==> src/hdl/pwd_consts.vh <==
// pwd_consts.vh: constants of the programmable watchdog
// assumes a 250 MHz core clock; included by its bare name
`ifndef PWD_CONSTS_VH
`define PWD_CONSTS_VH

// ----------------------------------------------------------------
// register addresses and reset values
// ----------------------------------------------------------------
`define PWD_ADDR_PARAM 7'h0a
`define PWD_ADDR_CTRL 7'h0c
`define PWD_PARAM_RST 8'hca
`define PWD_CTRL_RST 8'h00
`define PWD_RST_TICKS 10'h3e8

// ----------------------------------------------------------------
// field positions
// ----------------------------------------------------------------
`define PWD_BIT_EN 7
`define PWD_BIT_RFSH 7
`define PWD_BIT_X1S 6
`define PWD_BIT_X100MS 5
`define PWD_BIT_X10MS 4

// ----------------------------------------------------------------
// multipliers in base ticks of 10 ms, and bcd limits
// ----------------------------------------------------------------
`define PWD_TICKS_1S 10'h064
`define PWD_TICKS_100MS 10'h00a
`define PWD_TICKS_10MS 10'h001
`define PWD_BCD_MAX 4'ha
`define PWD_STEPS 17'h0007f

// ----------------------------------------------------------------
// timing
// ----------------------------------------------------------------
`define PWD_CLK_MHZ 250
`define PWD_TICK_MS 10
`define PWD_TICK_CYC (`PWD_TICK_MS * 1000 * `PWD_CLK_MHZ)
`define PWD_PULSE_US 10
`define PWD_PULSE_CYC (`PWD_PULSE_US * `PWD_CLK_MHZ)
`define PWD_FRAME_BITS 5'h10
`define PWD_ADDR_BITS 5'h08

`endif

==> src/hdl/pwd_watchdog.v <==
// pwd_watchdog.v: programmable watchdog with a 16-bit spi register port
// assumes spi mode 0 from the host, a 250 MHz clk_i and an external
// pull-up on the open-drain mcu reset line
`timescale 1ns/1ps
`include "pwd_consts.vh"
`default_nettype none

module pwd_watchdog #(
  parameter integer TICK_CYC = `PWD_TICK_CYC,
  parameter integer PULSE_CYC = `PWD_PULSE_CYC
) (
  input wire clk_i,
  input wire rst_i,
  input wire spi_sclk_i,
  input wire spi_cs_n_i,
  input wire spi_mosi_i,
  output reg spi_miso_o,
  output reg spi_miso_oe_o,
  output reg mcu_reset_out_n_o,
  output reg mcu_reset_out_n_oe_o
);

  // default config as a sized constant, so its fields can be sliced
  localparam [7:0] PARAM_RST = `PWD_PARAM_RST;

  // ----------------------------------------------------------------
  // interval decode, shared by config and temporary loads
  // ----------------------------------------------------------------
  function [9:0] pwd_ticks;
    input [6:0] f;
    reg [9:0] mul;
    reg [3:0] v;
    begin
      // largest set multiplier wins; none set falls back to 1 s
      if (f[`PWD_BIT_X1S]) mul = `PWD_TICKS_1S;
      else if (f[`PWD_BIT_X100MS]) mul = `PWD_TICKS_100MS;
      else if (f[`PWD_BIT_X10MS]) mul = `PWD_TICKS_10MS;
      else mul = `PWD_TICKS_1S;
      // clamp bcd value into 1..10
      if (f[3:0] == 4'h0) v = 4'h1;
      else if (f[3:0] > `PWD_BCD_MAX) v = `PWD_BCD_MAX;
      else v = f[3:0];
      pwd_ticks = mul * {6'h00, v};
    end
  endfunction

  // ----------------------------------------------------------------
  // pin synchronisers: three stages, stage 2 and 3 must agree
  // ----------------------------------------------------------------
  reg [2:0] sclk_sync_reg, cs_sync_reg, mosi_sync_reg;
  reg sclk_reg, cs_n_reg, mosi_reg;
  reg sclk_old_reg, cs_old_reg;

  always @(posedge clk_i or posedge rst_i) begin
    if (rst_i) begin
      sclk_sync_reg <= 3'h0;
      cs_sync_reg <= 3'h7;
      mosi_sync_reg <= 3'h0;
      sclk_reg <= 1'b0;
      cs_n_reg <= 1'b1;
      mosi_reg <= 1'b0;
      sclk_old_reg <= 1'b0;
      cs_old_reg <= 1'b1;
    end else begin
      sclk_sync_reg <= {sclk_sync_reg[1:0], spi_sclk_i};
      cs_sync_reg <= {cs_sync_reg[1:0], spi_cs_n_i};
      mosi_sync_reg <= {mosi_sync_reg[1:0], spi_mosi_i};
      // a glitch shorter than one stage never reaches the filtered level
      if (sclk_sync_reg[1] == sclk_sync_reg[2]) sclk_reg <= sclk_sync_reg[2];
      if (cs_sync_reg[1] == cs_sync_reg[2]) cs_n_reg <= cs_sync_reg[2];
      if (mosi_sync_reg[1] == mosi_sync_reg[2]) mosi_reg <= mosi_sync_reg[2];
      sclk_old_reg <= sclk_reg;
      cs_old_reg <= cs_n_reg;
    end
  end

  wire sclk_rise = sclk_reg & ~sclk_old_reg & ~cs_n_reg;
  wire sclk_fall = ~sclk_reg & sclk_old_reg & ~cs_n_reg;
  wire cs_start = ~cs_n_reg & cs_old_reg;
  wire cs_end = cs_n_reg & ~cs_old_reg;

  // ----------------------------------------------------------------
  // state declarations
  // ----------------------------------------------------------------
  reg [15:0] shift_reg;
  reg [4:0] bit_cnt_reg;
  reg [7:0] rd_shift_reg;
  reg [7:0] param_reg;
  reg [7:0] ctrl_reg;
  reg [9:0] rem_reg;
  reg [9:0] total_reg;
  reg [31:0] presc_reg;
  reg [31:0] pulse_reg;
  reg pulse_on_reg;

  wire [7:0] frame_hdr = {shift_reg[6:0], mosi_reg};
  wire wr_frame = cs_end && bit_cnt_reg == `PWD_FRAME_BITS
    && shift_reg[15];
  wire wr_param = wr_frame && shift_reg[14:8] == `PWD_ADDR_PARAM;
  wire wr_ctrl = wr_frame && shift_reg[14:8] == `PWD_ADDR_CTRL;
  wire rfsh_wr = wr_ctrl && shift_reg[`PWD_BIT_RFSH]; // refresh_strobe
  wire enabled = param_reg[`PWD_BIT_EN];
  wire tick = presc_reg == TICK_CYC - 1;
  wire timeout = enabled && !pulse_on_reg && tick && rem_reg <= 10'h001;
  wire pulse_done = pulse_on_reg && pulse_reg == PULSE_CYC - 1;

  // timer as fraction of the loaded interval, in 127 steps
  wire [16:0] frac_num = {7'h00, rem_reg} * `PWD_STEPS;
  wire [16:0] frac = frac_num / {7'h00, total_reg};
  wire [7:0] status = {enabled, frac[6:0]};

  // ----------------------------------------------------------------
  // spi frame: write flag, 7-bit address, 8-bit data, msb first
  // ----------------------------------------------------------------
  always @(posedge clk_i or posedge rst_i) begin
    if (rst_i) begin
      shift_reg <= 16'h0000;
      bit_cnt_reg <= 5'h00;
      rd_shift_reg <= 8'h00;
      spi_miso_o <= 1'b0;
      spi_miso_oe_o <= 1'b0;
    end else begin
      spi_miso_oe_o <= ~cs_n_reg;
      // a cut frame must not leave a stale bit on the idle line
      if (cs_n_reg) begin
        spi_miso_o <= 1'b0;
      end else if (cs_start) begin
        bit_cnt_reg <= 5'h00;
        spi_miso_o <= 1'b0;
      end else if (sclk_rise) begin
        shift_reg <= {shift_reg[14:0], mosi_reg};
        if (bit_cnt_reg != 5'h1f) bit_cnt_reg <= bit_cnt_reg + 5'h01;
        // read data is chosen once the address byte is in
        if (bit_cnt_reg == `PWD_ADDR_BITS - 5'h01) begin
          if (frame_hdr[6:0] == `PWD_ADDR_PARAM) rd_shift_reg <= status;
          else if (frame_hdr[6:0] == `PWD_ADDR_CTRL)
            rd_shift_reg <= ctrl_reg;
          else rd_shift_reg <= 8'h00;
        end
      end else if (sclk_fall && bit_cnt_reg >= `PWD_ADDR_BITS) begin
        spi_miso_o <= rd_shift_reg[7];
        rd_shift_reg <= {rd_shift_reg[6:0], 1'b0};
      end
    end
  end

  // ----------------------------------------------------------------
  // configuration and control registers
  // ----------------------------------------------------------------
  always @(posedge clk_i or posedge rst_i) begin
    if (rst_i) begin
      param_reg <= `PWD_PARAM_RST;
      ctrl_reg <= `PWD_CTRL_RST;
    end else if (pulse_on_reg) begin
      // any reset pulse restores 10 s, enabled
      param_reg <= `PWD_PARAM_RST;
      ctrl_reg <= `PWD_CTRL_RST;
    end else begin
      if (wr_param) param_reg <= shift_reg[7:0];
      // a refresh loads the counter, which clears control
      if (rfsh_wr) ctrl_reg <= `PWD_CTRL_RST;
      else if (wr_ctrl) ctrl_reg <= shift_reg[7:0];
      else if (timeout) ctrl_reg <= `PWD_CTRL_RST;
    end
  end

  // ----------------------------------------------------------------
  // interval counter, 10 ms prescaler and reset pulse
  // ----------------------------------------------------------------
  reg [6:0] load_sel;
  always @* begin
    // temporary value wins only if bits 6..0 are non-zero
    if (rfsh_wr && shift_reg[6:0] != 7'h00) load_sel = shift_reg[6:0];
    else if (rfsh_wr) load_sel = param_reg[6:0];
    else if (ctrl_reg[6:0] != 7'h00) load_sel = ctrl_reg[6:0];
    else load_sel = param_reg[6:0];
  end

  always @(posedge clk_i or posedge rst_i) begin
    if (rst_i) begin
      rem_reg <= `PWD_RST_TICKS;
      total_reg <= `PWD_RST_TICKS;
      presc_reg <= 32'h0;
      pulse_reg <= 32'h0;
      pulse_on_reg <= 1'b0;
      mcu_reset_out_n_o <= 1'b1;
      mcu_reset_out_n_oe_o <= 1'b0;
    end else begin
      if (pulse_on_reg) begin
        pulse_reg <= pulse_done ? 32'h0 : pulse_reg + 32'h1;
        if (pulse_done) begin
          pulse_on_reg <= 1'b0;
          mcu_reset_out_n_o <= 1'b1;
          mcu_reset_out_n_oe_o <= 1'b0;
          // restart from the default interval after the pulse
          rem_reg <= pwd_ticks(PARAM_RST[6:0]);
          total_reg <= pwd_ticks(PARAM_RST[6:0]);
          presc_reg <= 32'h0;
        end
      end else if (rfsh_wr) begin
        rem_reg <= pwd_ticks(load_sel);
        total_reg <= pwd_ticks(load_sel);
        presc_reg <= 32'h0;
      end else if (!enabled) begin
        presc_reg <= 32'h0; // disabled: no timing, no timeout
      end else if (timeout) begin
        pulse_on_reg <= 1'b1;
        mcu_reset_out_n_o <= 1'b0;
        mcu_reset_out_n_oe_o <= 1'b1;
        rem_reg <= 10'h000;
        presc_reg <= 32'h0;
      end else begin
        presc_reg <= tick ? 32'h0 : presc_reg + 32'h1;
        if (tick) rem_reg <= rem_reg - 10'h001;
      end
    end
  end

endmodule

`default_nettype wire

==> config.mk <==
export PLATFORM = sky130hd
export DESIGN_NAME = pwd_watchdog
export DESIGN_NICKNAME = d
export VERILOG_FILES = /design/src/hdl/pwd_watchdog.v
export VERILOG_INCLUDE_DIRS = /design/src /design/src/hdl
export SDC_FILE = /design/constraint.sdc
export NUM_CORES = 1
export LEC_CHECK = 0
export ABC_AREA = 1
export BUFFER_PORTS_ARGS = -buffer_cell sky130_fd_sc_hd__buf_2
export CAP_MARGIN = 20
export CORE_AREA = 5 5 178 180
export DETAILED_ROUTE_END_ITERATION = 8
export DIE_AREA = 0 0 183 185
export PLACE_DENSITY = 0.81
export SYNTH_ARGS = -nofsm -noshare
export SYNTH_HDL_FRONTEND = slang
export SYNTH_SLANG_ARGS = --single-unit
==> constraint.sdc <==
create_clock -name clk_i -period 98 [get_ports clk_i]
set_input_delay 9.8 -clock clk_i [delete_from_list [all_inputs] [get_ports clk_i]]
set_output_delay 9.8 -clock clk_i [all_outputs]
set_load 0.005 [all_outputs]
==> out/summary.json <==
{
  "worst_setup_path": {
    "r2r-start": "rem_reg[3]$_DFFE_PP1P_",
    "cp.arrival_ps": 38350,
    "rrSetupSlack_ps": 59970,
    "critical_path.startpoint_type": "flip-flop",
    "reg2reg_to": "rd_shift_reg[0]$_DFFE_PP0P_",
    "slowest_stage": "sky130_fd_sc_hd__o21ai_1",
    "crit_top_cell": "sky130_fd_sc_hd__nand2_1",
    "critPathKind": "reg -> reg",
    "crit_path_end_kind": "flip-flop",
    "cp_data_required_time_ps": 98310,
    "worst_path_max_fanout": 21,
    "timing.reg2reg.worst_path_depth": 247,
    "slowest_delay_ps": 630
  },
  "min_path": {
    "min-delay-path-class": "reg -> reg",
    "timing.hold.worst_endpoint": "mosi_sync_reg[1]$_DFF_PP0_",
    "number_of_instances_on_the_worst_hold_path": 0,
    "hp-start": "mosi_sync_reg[0]$_DFF_PP0_"
  },
  "global_routing": {
    "grt_max_degree": 75,
    "overall_global_routing_usage_pct": 22.7,
    "antenna_violations_before_repair": 0,
    "gr-total-overflow": 0,
    "grt_first_pass_wirelength_um": 65100,
    "vias_in_the_first_global_route": 14123
  },
  "die": {
    "io_pins": 9,
    "placement_rows": 64,
    "die-height_um": 185,
    "die-width_um": 183,
    "die_area_mm2": 0.0339,
    "coreArea_mm2": 0.0300,
    "floorplan.initialDensity_pct": 53.8
  },
  "sta": {
    "fin_hold_viols": 0,
    "worst_slew_pin_slew_ps": 897,
    "finish_stage_setup_viols": 0,
    "fin_tns_setup_ps": 0,
    "fin_hold_ws_ps": 352,
    "final_max_slew_viol_count": 0,
    "rsz_0062_raised_after_global_routing": "false",
    "clock.fmax_mhz": 26.3,
    "max_slew_margin_pct": 39.7,
    "clock_skew_ps": 9.79,
    "finalWorstPathRequiredPeriod_ps": 38030,
    "post-route-period-util_pct": 38.8
  },
  "synthesis": {
    "yosys.cell_count.top_type": "sky130_fd_sc_hd__nand2_1",
    "post-synth-top-area-cell": "sky130_fd_sc_hd__dfrtp_1",
    "synth_edf_count": 0,
    "synthFlopType": "sky130_fd_sc_hd__dfrtp_1",
    "synth.top_cell.area_share_pct": 19.3,
    "synth_commonest_cells": "sky130_fd_sc_hd__nand2_1, sky130_fd_sc_hd__inv_1, sky130_fd_sc_hd__ha_1, sky130_fd_sc_hd__nor2_1, sky130_fd_sc_hd__o21ai_0",
    "synth_cells": 2247,
    "syn_area_mm2": 0.0162,
    "postSynthAreaPerCell_um2": 7.20,
    "syn-num-nets": 2483,
    "ys_seq_area_share_pct": 22.9,
    "ys_async_sr_fraction_pct": 100,
    "synthesized_flop_and_latch_total": 147,
    "synth_area_leaders": "sky130_fd_sc_hd__dfrtp_1, sky130_fd_sc_hd__ha_1, sky130_fd_sc_hd__nand2_1, sky130_fd_sc_hd__inv_1, sky130_fd_sc_hd__o21ai_0",
    "yosys_warnings": 0,
    "yosysUniqueCellTypes": 60
  },
  "outcome": {
    "outcome": "finished, final reports clean"
  },
  "clock_network": {
    "clock_tree.htree_level_count": 4,
    "setup_fix_buffers_added_after_clock_tree_synthesis": 0,
    "cts-root-buf": "sky130_fd_sc_hd__clkbuf_16",
    "numClockSinks": 147,
    "cts_made_buffers": 17,
    "cts_buffer_depth": 2,
    "cts_resized": 0,
    "clk-insertion-delay-late_ps": 430,
    "worst_setup_hold_path_clk_slew_ps": 60,
    "ctsHoldBuffers": 0,
    "tritoncts_clock_tree": "done"
  },
  "final_layout": {
    "multiInputGateArea_mm2": 0.0109,
    "layout-drive-gt1-share_pct": 7.69,
    "nNetsFinal": 2488,
    "seqCellArea_mm2": 0.00371,
    "fillCellCount": 2642,
    "diodes": 0,
    "area_growth_syn_to_fin_pct": 6.41
  },
  "route": {
    "route.antenna.remaining_nets": 0,
    "totalWireLength_um": 37500,
    "drtIter0Drc": 1162,
    "drt-wirelength-per-cell_um": 14.1,
    "route.vias.total": 14741,
    "firstDrtPassIters": 7,
    "vias_per_cell": 5.54,
    "drc": 0
  },
  "place": {
    "gp_congestion": 0.916,
    "hpwl_um": 29000,
    "portBuffers": 8
  },
  "run": {
    "maximum_capacitance_violations": 0
  }
}
==> how the worst max path moves through the flow <==
stage / startpoint / to / slack [ps] / cells after the start
after floorplan: rem_reg[3]$_DFFE_PP1P_ / rd_shift_reg[0]$_DFFE_PP0P_ / 64740 / 262
after global placement: rem_reg[3]$_DFFE_PP1P_ / rd_shift_reg[0]$_DFFE_PP0P_ / 61830 / 248
after detailed placement: rem_reg[3]$_DFFE_PP1P_ / rd_shift_reg[0]$_DFFE_PP0P_ / 60490 / 248
after CTS: rem_reg[3]$_DFFE_PP1P_ / rd_shift_reg[0]$_DFFE_PP0P_ / 60290 / 248
after global routing: rem_reg[3]$_DFFE_PP1P_ / rd_shift_reg[0]$_DFFE_PP0P_ / 55710 / 250
final: rem_reg[3]$_DFFE_PP1P_ / rd_shift_reg[0]$_DFFE_PP0P_ / 59970 / 247
==> worst max-delay path, delay by kind of cell, from the launching register on <==
family,cells,cell delay (ps)
AO/OA/AOI/OAI,77,14250
adder cells (fa/ha/maj),22,7710
buffers and inverters,42,3880
flip-flops,1,620
AND/OR/NAND/NOR,106,11340
==> through the flow <==
stage          std cells  cell area (µm²)  util (%)  worst slack [ps]
2_1_floorplan       2247            16200         -             64740
3_3_place_gp        2629            16600      55.4             61830
3_5_place_dp        2629            16600      55.4             60490
4_1_cts             2660            17200      57.3             60290
5_1_grt             2660            17200      57.3             55710
6_report            2660            17200      57.3             59970
==> cells by family after synthesis <==
| kind of cell | share of synthesized area [%] |
|---|---|
| mux | 0.186 |
| flops | 22.9 |
| fa+ha+maj | 19.8 |
| buf+inv | 9.93 |
| compound gates | 13.8 |
| xor+xnor | 6.66 |
| simple gates | 26.7 |
==> routing by layer <==
metal  vias to the layer above  global-route usage, %  routed length (µm)  share of wire [%]
met3                        73                   2.75                1900                5.1
met1                      6916                   29.8               16600                 44
met2                       377                   38.7               17900                 48
met5                         -                      0                   0                  0
met4                         0                   8.22                1110                3.0
li1                       7375                      -                   -                  -
==> cells in the final DEF, fill, tap and decap left out, types with 18 or more instances in the layout <==
cell,count
sky130_fd_sc_hd__nand2_1,444
sky130_fd_sc_hd__inv_1,375
sky130_fd_sc_hd__ha_1,194
sky130_fd_sc_hd__nor2_1,173
sky130_fd_sc_hd__o21ai_0,151
sky130_fd_sc_hd__dfrtp_1,125
sky130_fd_sc_hd__nand3_1,105
sky130_fd_sc_hd__a21oi_1,86
sky130_fd_sc_hd__xor2_1,85
sky130_fd_sc_hd__nor3_1,50
sky130_fd_sc_hd__nand4_1,38
sky130_fd_sc_hd__xnor2_1,38
sky130_fd_sc_hd__fa_1,37
sky130_fd_sc_hd__o22ai_1,31
sky130_fd_sc_hd__nand2_2,30
sky130_fd_sc_hd__nor4_1,25
sky130_fd_sc_hd__dfstp_2,22
sky130_fd_sc_hd__a21o_1,19
sky130_fd_sc_hd__o31ai_1,19
sky130_fd_sc_hd__or2_2,18
==> cell type report <==
type	instances	area share (%)
Tap cell	396	2.88
Inverter	391	8.56
Clock inverter	11	0.727
Multi-Input combinational cell	1680	63.1
Sequential cell	147	21.5
Timing Repair Buffer	15	0.538
Clock buffer	20	2.65
Power is left out: the tool's default activity adds up to more than one toggle a clock period on the data nets, which glitch-free logic cannot reach.
